[src/logic/flash_cp_pkg.sv]
// Package: opcodes, status and security bit positions, timing counts for the flash sequencer
package flash_cp_pkg;
   // ----------------------------------------
   // Opcodes
   // ----------------------------------------
   localparam logic [7:0] OP_WRITE_ENABLE_CMD_C  = 8'h06;
   localparam logic [7:0] OP_WRITE_DISABLE_CMD_C  = 8'h04;
   localparam logic [7:0] OP_READ_STATUS_CMD_C  = 8'h05;
   localparam logic [7:0] OP_RDSCR_C = 8'h2b;
   localparam logic [7:0] OP_CPRG_C  = 8'had;
   localparam logic [7:0] OP_RSTE_C  = 8'h66;
   localparam logic [7:0] OP_RSTX_C  = 8'h99;
   localparam logic [7:0] OP_RBON_C  = 8'h70;
   localparam logic [7:0] OP_RBOFF_C = 8'h80;
   localparam logic [7:0] OP_PDN_C   = 8'hb9;
   localparam logic [7:0] OP_REL_C   = 8'hab;
   localparam logic [7:0] OP_ID1_C   = 8'h90;
   localparam logic [7:0] OP_ID2_C   = 8'hdf;
   localparam logic [7:0] OP_ID4_C   = 8'hef;
   // ----------------------------------------
   // Register bit positions and identities
   // ----------------------------------------
   localparam int SR_WIP_C   = 0;
   localparam int SR_WEL_C   = 1;
   localparam int SCR_CP_C   = 4;
   localparam logic [7:0] MAKER_ID_C = 8'h5a;  // Arbitrary value
   localparam logic [7:0] DEV_ID_C   = 8'h3c;  // Arbitrary value
   localparam logic [7:0] SIG_ID_C   = 8'h3c;  // Arbitrary value
   localparam logic [23:0] TOP_ADDR_C = 24'hffffff;
   // ----------------------------------------
   // Timing
   // ----------------------------------------
   localparam int CLK_NS_C     = 40;
   localparam int T_BP_NS_C    = 8000;
   localparam int T_DP_NS_C    = 3000;
   localparam int T_RES2_NS_C  = 8800;
   localparam int BP_CYC_C     = (T_BP_NS_C + CLK_NS_C - 1) / CLK_NS_C;
   localparam int DP_CYC_C     = (T_DP_NS_C + CLK_NS_C - 1) / CLK_NS_C;
   localparam int RES_CYC_C    = T_RES2_NS_C / CLK_NS_C;
   typedef enum logic [2:0] {ST_OPC, ST_ADDR, ST_DATA, ST_OUT, ST_SKIP} phase_t;
endpackage

[src/logic/flash_link_if.sv]
// Interface: bit events from the link front end to the command sequencer
`timescale 1ns/1ns
`default_nettype none
interface flash_link_if;
   logic selLow;    // Chip select low, synchronised
   logic selRise;   // Chip select rising pulse
   logic selFall;   // Chip select falling pulse
   logic rise;      // Sample strobe, serial clock rising
   logic fall;      // Shift strobe, serial clock falling
   logic dataIn;    // Input data bit, synchronised
   modport front (output selLow, selRise, selFall, rise, fall, dataIn);
   modport core  (input selLow, selRise, selFall, rise, fall, dataIn);
endinterface
`default_nettype wire

[src/logic/flash_cp_seq.sv]
// Module: command sequencer for continuous program, power-down and identifier reads
`timescale 1ns/1ns
`default_nettype none
module flash_cp_seq
   import flash_cp_pkg::*;
(
   input  wire logic        clock,
   input  wire logic        reset_n,
   input  wire logic        selPin_n,
   input  wire logic        sclkPin,
   input  wire logic        dinPin,
   output logic             doutPin,
   output logic             doutOe,
   input  wire logic        hwReset_n,
   input  wire logic        pageProtected,
   input  wire logic        progFail,
   output logic             progStrobe,
   output logic [23:0]      progAddr,
   output logic [7:0]       progEven,
   output logic [7:0]       progOdd,
   output logic             powerDown,
   output logic             writeInProgress
);
   flash_link_if lnk ();
   flash_link_sync uSync (
      .clock   (clock),
      .reset_n (reset_n),
      .selPin_n(selPin_n),
      .sclkPin (sclkPin),
      .dinPin  (dinPin),
      .lnk     (lnk)
   );
   // ----------------------------------------
   // State
   // ----------------------------------------
   phase_t      ph_ff, nxt_ph;          // Frame phase
   logic [7:0]  opc_ff, nxt_opc;        // Opcode of frame
   logic [7:0]  sh_ff, nxt_sh;          // Input shifter
   logic [2:0]  bit_ff, nxt_bit;        // Bit in byte
   logic [2:0]  byt_ff, nxt_byt;        // Bytes after opcode
   logic [23:0] addr_ff, nxt_addr;      // Program address
   logic [7:0]  b0_ff, nxt_b0;          // Even data byte
   logic [7:0]  b1_ff, nxt_b1;          // Odd data byte
   logic        wel_ff, nxt_wel;        // Write enable latch
   logic        cp_ff, nxt_cp;          // Continuous program mode
   logic        rbo_ff, nxt_rbo;        // Ready/busy output on
   logic        rstArm_ff, nxt_rstArm;  // Reset enable armed
   logic        pd_ff, nxt_pd;          // Deep power-down
   logic        wip_ff, nxt_wip;        // Write in progress
   logic [15:0] tmr_ff, nxt_tmr;        // Shared delay counter
   logic [1:0]  tk_ff, nxt_tk;          // Timer job: 1 prog, 2 entry, 3 release
   logic [7:0]  out_ff, nxt_out;        // Output shifter
   logic        odd_ff, nxt_odd;        // Identifier alternation
   logic        do_ff, nxt_do;          // Data-out level
   logic        oe_ff, nxt_oe;          // Data-out enable
   logic        pulse_ff, nxt_pulse;    // Program strobe
   logic        fail_ff, nxt_fail;      // Last program failed
   logic        hr1_ff, hr2_ff;         // Hardware reset synchroniser

   always_ff @(posedge clock or negedge reset_n) begin
      if (!reset_n) begin
         hr1_ff <= 1'b1;
         hr2_ff <= 1'b1;
      end else begin
         hr1_ff <= hwReset_n;
         hr2_ff <= hr1_ff;
      end
   end

   // Status and security registers built from live state
   logic [7:0] statusReg, secReg, byteIn;
   logic       okInCp, idOp;
   assign statusReg = {6'h00, wel_ff, wip_ff};
   assign secReg    = {1'b0, 1'b0, fail_ff, cp_ff, 4'h0};  // Bit four mode flag
   assign byteIn    = {sh_ff[6:0], lnk.dataIn};
   assign idOp      = (byteIn == OP_ID1_C) || (byteIn == OP_ID2_C) || (byteIn == OP_ID4_C);
   // Filter for the restricted command set in the mode
   assign okInCp = (byteIn == OP_CPRG_C) || (byteIn == OP_WRITE_DISABLE_CMD_C) || (byteIn == OP_READ_STATUS_CMD_C) ||
                   (byteIn == OP_RDSCR_C) || (byteIn == OP_RSTE_C) || (byteIn == OP_RSTX_C);

   // ----------------------------------------
   // Next state
   // ----------------------------------------
   always_comb begin
      nxt_ph = ph_ff;  nxt_opc = opc_ff;  nxt_sh = sh_ff;  nxt_bit = bit_ff;
      nxt_byt = byt_ff;  nxt_addr = addr_ff;  nxt_b0 = b0_ff;  nxt_b1 = b1_ff;
      nxt_wel = wel_ff;  nxt_cp = cp_ff;  nxt_rbo = rbo_ff;  nxt_rstArm = rstArm_ff;
      nxt_pd = pd_ff;  nxt_wip = wip_ff;  nxt_tmr = tmr_ff;  nxt_tk = tk_ff;
      nxt_out = out_ff;  nxt_odd = odd_ff;  nxt_do = do_ff;  nxt_oe = oe_ff;
      nxt_pulse = 1'b0;  nxt_fail = fail_ff;
      // Self-timed jobs
      if (tk_ff != 2'd0) begin
         if (tmr_ff != 16'h0) begin
            nxt_tmr = tmr_ff - 16'h1;
         end else begin
            nxt_tk = 2'd0;
            if (tk_ff == 2'd1) begin
               nxt_wip = 1'b0;  // Busy ends with the pair
               nxt_pulse = ~pageProtected;
               nxt_fail = progFail | pageProtected;
               nxt_wel = cp_ff & ~pageProtected & (addr_ff != TOP_ADDR_C - 24'h1);
               // Address stays put so the strobe names this pair
               if (pageProtected || addr_ff == TOP_ADDR_C - 24'h1) begin
                  nxt_cp = 1'b0;  // No wrap, leave mode
               end
            end else if (tk_ff == 2'd2) begin
               nxt_pd = 1'b1;  // Entry delay elapsed
            end else begin
               nxt_pd = 1'b0;  // Release delay elapsed
            end
         end
      end
      // Frame start: ready/busy drive or idle
      if (lnk.selFall) begin
         nxt_ph = ST_OPC;  nxt_bit = 3'd0;  nxt_byt = 3'd0;
         nxt_oe = cp_ff & rbo_ff;  nxt_do = ~wip_ff;  // Low busy, high ready
      end
      // Input bit sampled on rising serial clock; output phase counts falls only
      if (lnk.rise && ph_ff != ST_SKIP && ph_ff != ST_OUT) begin
         nxt_sh = byteIn;
         nxt_bit = bit_ff + 3'd1;
         if (bit_ff == 3'd7) begin
            if (ph_ff == ST_OPC) begin
               nxt_opc = byteIn;
               nxt_ph = ST_SKIP;
               if (pd_ff) begin
                  // Only release and signature survive
                  if (byteIn == OP_REL_C && !wip_ff) begin
                     nxt_ph = ST_OUT;  nxt_out = SIG_ID_C;
                  end
               end else if (cp_ff && !okInCp) begin
                  nxt_ph = ST_SKIP;
               end else if (byteIn == OP_REL_C) begin
                  if (!wip_ff) begin
                     nxt_ph = ST_OUT;  nxt_out = SIG_ID_C;
                  end
               end else if (byteIn == OP_READ_STATUS_CMD_C) begin
                  nxt_ph = ST_OUT;  nxt_out = statusReg;
               end else if (byteIn == OP_RDSCR_C) begin
                  nxt_ph = ST_OUT;  nxt_out = secReg;
               end else if (idOp || byteIn == OP_CPRG_C) begin
                  nxt_ph = (byteIn == OP_CPRG_C && cp_ff) ? ST_DATA : ST_ADDR;
               end
               if (byteIn == OP_RSTX_C && rstArm_ff && !pd_ff) begin
                  nxt_cp = 1'b0;  nxt_wel = 1'b0;  // Software reset ends mode
               end
               nxt_rstArm = (byteIn == OP_RSTE_C) && !pd_ff;
            end else if (ph_ff == ST_ADDR) begin
               nxt_byt = byt_ff + 3'd1;
               if (opc_ff == OP_CPRG_C) begin
                  nxt_addr = {addr_ff[15:0], byteIn};
               end
               if (byt_ff == 3'd2) begin
                  if (opc_ff == OP_CPRG_C) begin
                     nxt_ph = ST_DATA;  nxt_byt = 3'd0;
                  end else begin
                     // Address bit zero orders the identifiers
                     nxt_ph = ST_OUT;
                     nxt_out = byteIn[0] ? DEV_ID_C : MAKER_ID_C;
                     nxt_odd = byteIn[0];
                  end
               end
            end else if (ph_ff == ST_DATA) begin
               // First byte even, second odd, rest ignored
               if (byt_ff == 3'd0) begin
                  nxt_b0 = byteIn;
               end else if (byt_ff == 3'd1) begin
                  nxt_b1 = byteIn;
               end
               if (byt_ff != 3'd7) begin
                  nxt_byt = byt_ff + 3'd1;
               end
            end
         end
      end
      // Output shifted on falling serial clock, MSB first
      if (lnk.fall && ph_ff == ST_OUT) begin
         nxt_oe = 1'b1;
         nxt_do = out_ff[7];
         nxt_out = {out_ff[6:0], out_ff[7]};
         nxt_bit = bit_ff + 3'd1;
         if (bit_ff == 3'd7 && (opc_ff == OP_ID1_C || opc_ff == OP_ID2_C || opc_ff == OP_ID4_C)) begin
            nxt_odd = ~odd_ff;  // Alternate identifiers
            nxt_out = odd_ff ? MAKER_ID_C : DEV_ID_C;
         end else if (bit_ff == 3'd7 && opc_ff == OP_READ_STATUS_CMD_C) begin
            nxt_out = statusReg;
         end
      end
      // Frame end: execute commands taken at select rise
      if (lnk.selRise) begin
         nxt_oe = 1'b0;  nxt_ph = ST_SKIP;
         // Output frames see one extra fall after the opcode, hence bit one
         if (((ph_ff == ST_SKIP && bit_ff == 3'd0) || (ph_ff == ST_OUT && bit_ff == 3'd1)) && !wip_ff) begin
            if (pd_ff) begin
               if (opc_ff == OP_REL_C) begin
                  nxt_tk = 2'd3;  nxt_tmr = 16'(RES_CYC_C - 1);  // Release delay
               end
            end else if (opc_ff == OP_WRITE_ENABLE_CMD_C && !cp_ff) begin
               nxt_wel = 1'b1;
            end else if (opc_ff == OP_WRITE_DISABLE_CMD_C) begin
               nxt_wel = 1'b0;  nxt_cp = 1'b0;  // Only when idle
            end else if (opc_ff == OP_RBON_C && !cp_ff) begin
               nxt_rbo = 1'b1;
            end else if (opc_ff == OP_RBOFF_C && !cp_ff) begin
               nxt_rbo = 1'b0;
            end else if (opc_ff == OP_PDN_C && !cp_ff) begin
               nxt_tk = 2'd2;  nxt_tmr = 16'(DP_CYC_C - 1);
            end
         end
         if (ph_ff == ST_DATA && bit_ff == 3'd0 && byt_ff >= 3'd2 && !wip_ff && (cp_ff || wel_ff)) begin
            // Latch required to enter the mode
            nxt_cp = 1'b1;  nxt_wip = 1'b1;  nxt_tk = 2'd1;
            if (cp_ff) begin
               nxt_addr = addr_ff + 24'h2;  // Next pair address
            end
            nxt_tmr = 16'(BP_CYC_C - 1);
         end
      end
      if (!hr2_ff) begin
         nxt_cp = 1'b0;  nxt_wel = 1'b0;  nxt_ph = ST_SKIP;  // Hardware reset ends mode
      end
   end

   // ----------------------------------------
   // Registers
   // ----------------------------------------
   always_ff @(posedge clock or negedge reset_n) begin
      if (!reset_n) begin
         ph_ff <= ST_SKIP;  opc_ff <= 8'h00;  sh_ff <= 8'h00;  bit_ff <= 3'd0;
         byt_ff <= 3'd0;  addr_ff <= 24'h000000;  b0_ff <= 8'hff;  b1_ff <= 8'hff;
         wel_ff <= 1'b0;  cp_ff <= 1'b0;  rbo_ff <= 1'b0;  rstArm_ff <= 1'b0;
         pd_ff <= 1'b0;  wip_ff <= 1'b0;  tmr_ff <= 16'h0;  tk_ff <= 2'd0;
         out_ff <= 8'h00;  odd_ff <= 1'b0;  do_ff <= 1'b0;  oe_ff <= 1'b0;
         pulse_ff <= 1'b0;  fail_ff <= 1'b0;
      end else begin
         ph_ff <= nxt_ph;  opc_ff <= nxt_opc;  sh_ff <= nxt_sh;  bit_ff <= nxt_bit;
         byt_ff <= nxt_byt;  addr_ff <= nxt_addr;  b0_ff <= nxt_b0;  b1_ff <= nxt_b1;
         wel_ff <= nxt_wel;  cp_ff <= nxt_cp;  rbo_ff <= nxt_rbo;  rstArm_ff <= nxt_rstArm;
         pd_ff <= nxt_pd;  wip_ff <= nxt_wip;  tmr_ff <= nxt_tmr;  tk_ff <= nxt_tk;
         out_ff <= nxt_out;  odd_ff <= nxt_odd;  do_ff <= nxt_do;  oe_ff <= nxt_oe;
         pulse_ff <= nxt_pulse;  fail_ff <= nxt_fail;
      end
   end

   assign doutPin         = do_ff;
   assign doutOe          = oe_ff;
   assign progStrobe      = pulse_ff;
   assign progAddr        = addr_ff;
   assign progEven        = b0_ff;
   assign progOdd         = b1_ff;
   assign powerDown       = pd_ff;
   assign writeInProgress = wip_ff;

   // ----------------------------------------
   // Assertions
   // ----------------------------------------
   AST_CP_NEEDS_WEL: assert property (@(posedge clock) disable iff (!reset_n)
      $rose(cp_ff) |-> $past(wel_ff)) else $error("mode entered without latch");
   AST_WIP_PAIR: assert property (@(posedge clock) disable iff (!reset_n)
      $rose(wip_ff) |-> wip_ff [*8]) else $error("busy ended too soon");
   AST_WIP_END: assert property (@(posedge clock) disable iff (!reset_n)
      $rose(wip_ff) |-> ##[1:250] !wip_ff) else $error("busy never ended");
   AST_INDICATOR: assert property (@(posedge clock) disable iff (!reset_n)
      $rose(secReg[SCR_CP_C]) |-> $past(lnk.selRise && ph_ff == ST_DATA)) else $error("indicator wrong");
   AST_PROT_WEL: assert property (@(posedge clock) disable iff (!reset_n)
      (tk_ff == 2'd1 && tmr_ff == 16'h0 && pageProtected) |=> !wel_ff && !progStrobe)
      else $error("protected page programmed");
   AST_PD_DELAY: assert property (@(posedge clock) disable iff (!reset_n)
      (lnk.selRise && !pd_ff && tk_ff == 2'd0) |=> !pd_ff [*2]) else $error("power-down too early");
   AST_RB_DRIVE: assert property (@(posedge clock) disable iff (!reset_n)
      (lnk.selFall && cp_ff && rbo_ff) |=> doutOe && (doutPin == !$past(wip_ff)))
      else $error("ready/busy not driven");
   AST_TRISTATE: assert property (@(posedge clock) disable iff (!reset_n)
      lnk.selRise |=> !doutOe) else $error("pin driven while deselected");
   AST_NO_WRAP: assert property (@(posedge clock) disable iff (!reset_n)
      (progStrobe && progAddr == TOP_ADDR_C - 24'h1) |-> !cp_ff) else $error("address wrapped");
   COV_CP: cover property (@(posedge clock) disable iff (!reset_n) $rose(cp_ff));
   COV_PD: cover property (@(posedge clock) disable iff (!reset_n) $rose(pd_ff));
   COV_REL: cover property (@(posedge clock) disable iff (!reset_n) $fell(pd_ff));
endmodule
`default_nettype wire

[src/logic/flash_link_sync.sv]
// Module: pin synchroniser and edge finder for the serial link
`timescale 1ns/1ns
`default_nettype none
module flash_link_sync (
   input  wire logic  clock,
   input  wire logic  reset_n,
   input  wire logic  selPin_n,
   input  wire logic  sclkPin,
   input  wire logic  dinPin,
   flash_link_if.front lnk
);
   // ----------------------------------------
   // Two-stage synchronisers, then one history stage
   // ----------------------------------------
   logic [2:0] s1_ff, s2_ff, s3_ff;  // Stages for select, clock, data
   always_ff @(posedge clock or negedge reset_n) begin
      if (!reset_n) begin
         s1_ff <= 3'h7;
         s2_ff <= 3'h7;
         s3_ff <= 3'h7;
      end else begin
         s1_ff <= {selPin_n, sclkPin, dinPin};
         s2_ff <= s1_ff;
         s3_ff <= s2_ff;
      end
   end
   // Edges from second and third stages only
   assign lnk.selLow  = ~s2_ff[2];
   assign lnk.selRise = s2_ff[2] & ~s3_ff[2];
   assign lnk.selFall = ~s2_ff[2] & s3_ff[2];
   assign lnk.rise    = ~s2_ff[2] & s2_ff[1] & ~s3_ff[1];
   assign lnk.fall    = ~s2_ff[2] & ~s2_ff[1] & s3_ff[1];
   assign lnk.dataIn  = s2_ff[0];
endmodule
`default_nettype wire

[config.mk]
export PLATFORM = sky130hd
export DESIGN_NAME = flash_cp_seq
export DESIGN_NICKNAME = d
export VERILOG_FILES = /design/src/logic/flash_cp_pkg.sv /design/src/logic/flash_link_if.sv /design/src/logic/flash_cp_seq.sv /design/src/logic/flash_link_sync.sv
export SDC_FILE = /design/constraint.sdc
export NUM_CORES = 1
export LEC_CHECK = 0
export ABC_AREA = 1
export BUFFER_PORTS_ARGS = -buffer_cell sky130_fd_sc_hd__buf_2
export CORE_UTILIZATION = 55
export CTS_CLUSTER_SIZE = 30
export DETAILED_ROUTE_END_ITERATION = 6
export GPL_TIMING_DRIVEN = 0
export PLACE_DENSITY = 0.84
export SLEW_MARGIN = 20
export SYNTH_ARGS = -nofsm -noshare
export SYNTH_HDL_FRONTEND = slang
export SYNTH_SLANG_ARGS = --single-unit
export TNS_END_PERCENT = 30
[constraint.sdc]
create_clock -name clock -period 1.91 [get_ports clock]
set_input_delay 0.191 -clock clock [delete_from_list [all_inputs] [get_ports clock]]
set_output_delay 0.191 -clock clock [all_outputs]
set_load 0.02 [all_outputs]
==> summary.json <==
{
  "routing": {
    "drt-wirelength-per-cell_um": 14.9,
    "drt_pre_antenna_iters": 5,
    "m1WireLength_um": 7200,
    "routed-wl-met2_um": 8000,
    "wl_met3_um": 1100,
    "drt-initial-drc-count": 494,
    "top_layer_used": "met4",
    "remaining_routing_drc_violations": 0,
    "drt.antenna.violating_nets": 0,
    "detail_route.wirelength_um": 16700,
    "route.detailed.vias_per_inst": 5.57,
    "detailroute.via_count": 6232
  },
  "run_status": {
    "status": "finished, violations left",
    "failed_checks": "negative setup slack"
  },
  "placement": {
    "place_congestion": 0.897,
    "place.detailed.hpwl_um": 11200,
    "port_buffers": 52,
    "place_inst": 1073
  },
  "setup_path": {
    "worst-endpoint-required_ns": 2.15,
    "ff2ff_path_depth": 12,
    "critPathBufInv": 3,
    "timing.critical_path.cells": "inv_2 -> ha_4 -> nand2_4 -> inv_2 -> nand3b_1 -> nor3_4 -> nand2_2 -> nor2_4 -> buf_4 -> a21oi_1 -> o21ai_1 -> nand2_1",
    "worst-path-stages": 12,
    "arrival_ns": 2.23,
    "critical-path-max-stage-delay_ns": 0.42,
    "critical_path.top_delay_family": "simple AND/OR/NAND/NOR gates",
    "critical-path-top-cell-by-count": "sky130_fd_sc_hd__inv_2",
    "crit_slowest_cell": "sky130_fd_sc_hd__dfrtp_1",
    "setup_crit_path_kind": "flip-flop to flip-flop",
    "critical_path.max_fanout": 7,
    "startpoint_type": "flip-flop",
    "timing.critical_path.to_type": "flip-flop"
  },
  "cells_and_area": {
    "layout.cells.most_common_list": "197 x sky130_fd_sc_hd__nand2_1, 107 x sky130_fd_sc_hd__inv_1, 80 x sky130_fd_sc_hd__dfrtp_1",
    "layout.cells.most_common": "sky130_fd_sc_hd__nand2_1",
    "syn_to_final_growth_pct": 20.6,
    "num-nets-final": 993,
    "final_layout_size_suffix_gt1_share_pct": 24.1,
    "layout.core_utilization_pct": 68.4,
    "number_of_antenna_cells_inserted": 0,
    "number_of_standard_cells_in_the_final_layout_excluding_fillers": 1119
  },
  "sta": {
    "final.min_clock_period_ns": 2.00,
    "setup_viol_count_final": 15,
    "slew_violations": 0,
    "hold-worst-slack_ns": 0.0390,
    "max_freq_mhz": 501,
    "timing.max_slew.rel_slack_pct": 71.4,
    "clock-skew-final_ns": 0.00972,
    "layout_worst_path_cycle_share_pct": 105,
    "rsz0062_at_grt": "true",
    "hold_viol_final": 0,
    "timing.final.ws_setup_ns": -0.0865,
    "setup_tns_ns": -0.428,
    "worst_pin_slew_ns": 0.429
  },
  "cts": {
    "worst_setup_hold_path_clk_slew_ns": 0.08,
    "tritoncts.num_buffers": 9,
    "buffer_levels_on_the_longest_clock_path": 2,
    "cts_max_level": 3,
    "cts_sinks": 111,
    "cts_tree": "done",
    "cts_root_buf": "sky130_fd_sc_hd__clkbuf_16",
    "worstSkewPairLatency_ns": 0.36
  },
  "pwr": {
    "p_comb_share_pct": 4.4,
    "clockPowerShare_pct": 45.4,
    "p_leak_nw": 3.97,
    "share_seq_of_total_power_pct": 50.3,
    "switching_share_pct": 23.7,
    "irDropWorstVdd_v": 0.000704,
    "power.density_nw_per_um2": 611,
    "switchingPower_mw": 1.13,
    "intPower_mw": 3.66,
    "report.power.total_mw": 4.79
  },
  "synthesis": {
    "synth_warnings": 0,
    "fraction_of_the_yosys_area_taken_by_sequential_cells_pct": 43.2,
    "netlist-cell-type-count": 42,
    "number_of_register_bits_inferred_by_synthesis": 111,
    "post_synth.cell_area_avg_um2": 7.42,
    "synth.cell_area_um2": 6500,
    "gate_count_of_the_mapped_netlist": 877,
    "syn_nets": 899
  },
  "global_routing": {
    "antenna_found_initial": 0,
    "grt_remaining_overflow": 0,
    "number_of_global_route_vias_before_repair": 5886,
    "grt_start_max_net_pins": 75,
    "grt_use_total_pct": 27.4,
    "grt_pass1_wl_um": 27500
  },
  "floorplanning": {
    "fp.dieArea_um2": 12300,
    "rows": 39,
    "coreArea_um2": 11500,
    "floorplan.io_pins": 53,
    "initial_core_util_pct": 56.7,
    "die_h_um": 111,
    "chipWidth_um": 111
  },
  "job": {
    "drv_cap": 0
  },
  "min_path": {
    "min_path_cells": 2,
    "hold_class": "input pin to flip-flop"
  }
}
-- flip-flops by register name, indices dropped and copies added (netlist names), 7 cells and up --
signal	count
sh_ff	7
opc_ff	8
progAddr	24
progOdd	8
tmr_ff	16
progEven	8
out_ff	8
-- stage by stage --
step                      instance area (um^2)  setup slack (ns)
final                                     7840           -0.0865
after detailed placement                  6980            -0.104
after global routing                      7840            -0.166
after CTS                                 7620           -0.0807
after floorplan                           6500             0.102
after global placement                    6940            -0.624
-- power by group through the flow --
stage | Sequential, mW | Clock (mW) | Combinational (mW)
after detailed placement | 2.45 | 0 | 0.185
final | 2.41 | 2.18 | 0.210
after floorplan | 2.44 | 0 | 0.0931
after global routing | 2.42 | 2.29 | 0.240
after CTS | 2.41 | 2.19 | 0.203
after global placement | 2.45 | 0 | 0.174
-- cell type report --
cell class,count,area [um^2]
fillers,917,3620
multi-input cells,624,3310
flip-flops and latches,111,2820
repair buffers,83,556
inverters,126,494
clock buffers,11,275
well taps,143,179
plain buffers,16,134
clock inverters,5,77.6
-- timing repair --
| action | CTS | global route |
|---|---|---|
| endpoints found under the hold margin | 41 | 0 |
| hold buffers | 5 | 0 |
| pin swaps | 11 | 12 |
| endpoints found under the setup margin | 62 | 82 |
| gates cloned | 4 | 0 |
| gates resized for setup | 34 | 56 |
| setup buffers | 10 | 11 |
-- worst reg2reg max path: cells and delay by family (launching register included) --
kind                     cells  cell delay, ns
buffers and inverters        3            0.35
flip-flops                   1            0.42
AO/OA/AOI/OAI                2            0.16
AND/OR/NAND/NOR              6            0.82
adder cells (fa/ha/maj)      1            0.13
-- worst paths after layout --
| check | endpoint | from | slack (ns) |
|---|---|---|---|
| min in group asynchronous | progAddr[21] | reset_n | 0.30 |
| max in group asynchronous | uSync.s3_ff[1] | reset_n | 0.89 |
| setup reg to reg | progAddr[10] | bit_ff[0] | -0.09 |
| setup / recovery | progAddr[10] | bit_ff[0] | -0.09 |
| hold / removal | progStrobe | pageProtected | 0.04 |
| hold reg to reg | uSync.s2_ff[1] | uSync.s1_ff[1] | 0.35 |
-- logic make-up (layout without fill, tap and decap cells) --
family | count (synthesis) | count (layout) | share of synthesized area (%)
AO/OA/AOI/OAI | 163 | 163 | 13.6
buffers and inverters | 142 | 241 | 8.92
adder cells (fa/ha/maj) | 14 | 14 | 2.69
XOR/XNOR | 14 | 14 | 1.89
flip-flops | 111 | 111 | 43.2
multiplexers | 1 | 1 | 0.154
AND/OR/NAND/NOR | 432 | 432 | 29.5
-- Yosys cell counts --
cell type                   instances  area share (%)
sky130_fd_sc_hd__mux2i_1            1            0.15
sky130_fd_sc_hd__nor2_4             4            0.69
sky130_fd_sc_hd__clkinv_1           2            0.12
sky130_fd_sc_hd__xnor2_1            6            0.81
sky130_fd_sc_hd__nand3_1           63             4.8
sky130_fd_sc_hd__o32ai_1            1            0.13
sky130_fd_sc_hd__nor4_1             1           0.096
sky130_fd_sc_hd__nor2_2             9            0.87
sky130_fd_sc_hd__nand4_2            2            0.38
sky130_fd_sc_hd__a21oi_2            6            0.81
sky130_fd_sc_hd__nor3_1            18             1.4
sky130_fd_sc_hd__nand3_2            1            0.15
sky130_fd_sc_hd__nand2_1          202              12
sky130_fd_sc_hd__a31oi_1            4            0.38
sky130_fd_sc_hd__dfrtp_1           84              32
sky130_fd_sc_hd__nand4_1           13             1.3
sky130_fd_sc_hd__o211ai_1           6            0.69
sky130_fd_sc_hd__nor3_2             1            0.15
sky130_fd_sc_hd__xor2_1             8             1.1
sky130_fd_sc_hd__o21ai_1           37             2.8
sky130_fd_sc_hd__buf_2              4            0.31
sky130_fd_sc_hd__o2111ai_1          1            0.13
sky130_fd_sc_hd__o211ai_2           1            0.19
sky130_fd_sc_hd__o21ai_2            1            0.13
sky130_fd_sc_hd__buf_6              4            0.69
sky130_fd_sc_hd__and3_1             1           0.096
sky130_fd_sc_hd__nand2_4            4            0.69
sky130_fd_sc_hd__nand2_2            8            0.77
sky130_fd_sc_hd__o311ai_0           1            0.13
sky130_fd_sc_hd__inv_2              7            0.40
sky130_fd_sc_hd__a21oi_1           25             1.9
sky130_fd_sc_hd__ha_1              14             2.7
sky130_fd_sc_hd__buf_4              3            0.35
sky130_fd_sc_hd__o21ai_0           79             6.1
sky130_fd_sc_hd__or2_1              1           0.096
sky130_fd_sc_hd__dfstp_2           27              11
sky130_fd_sc_hd__clkbuf_1           5            0.29
sky130_fd_sc_hd__nand3b_1           7            0.81
sky130_fd_sc_hd__o21bai_1           1            0.12
sky130_fd_sc_hd__clkinv_2           1           0.077
sky130_fd_sc_hd__nor2_1            97             5.6
sky130_fd_sc_hd__inv_1            116             6.7
-- per-layer routing --
layer  global-route usage [%]  up-vias
met5                        0        -
met4                     9.51        0
met3                     4.65       41
met2                     43.8      227
met1                     37.7     2943
li1                         -     3021
No activity file was read; power rests on OpenSTA's default activity.
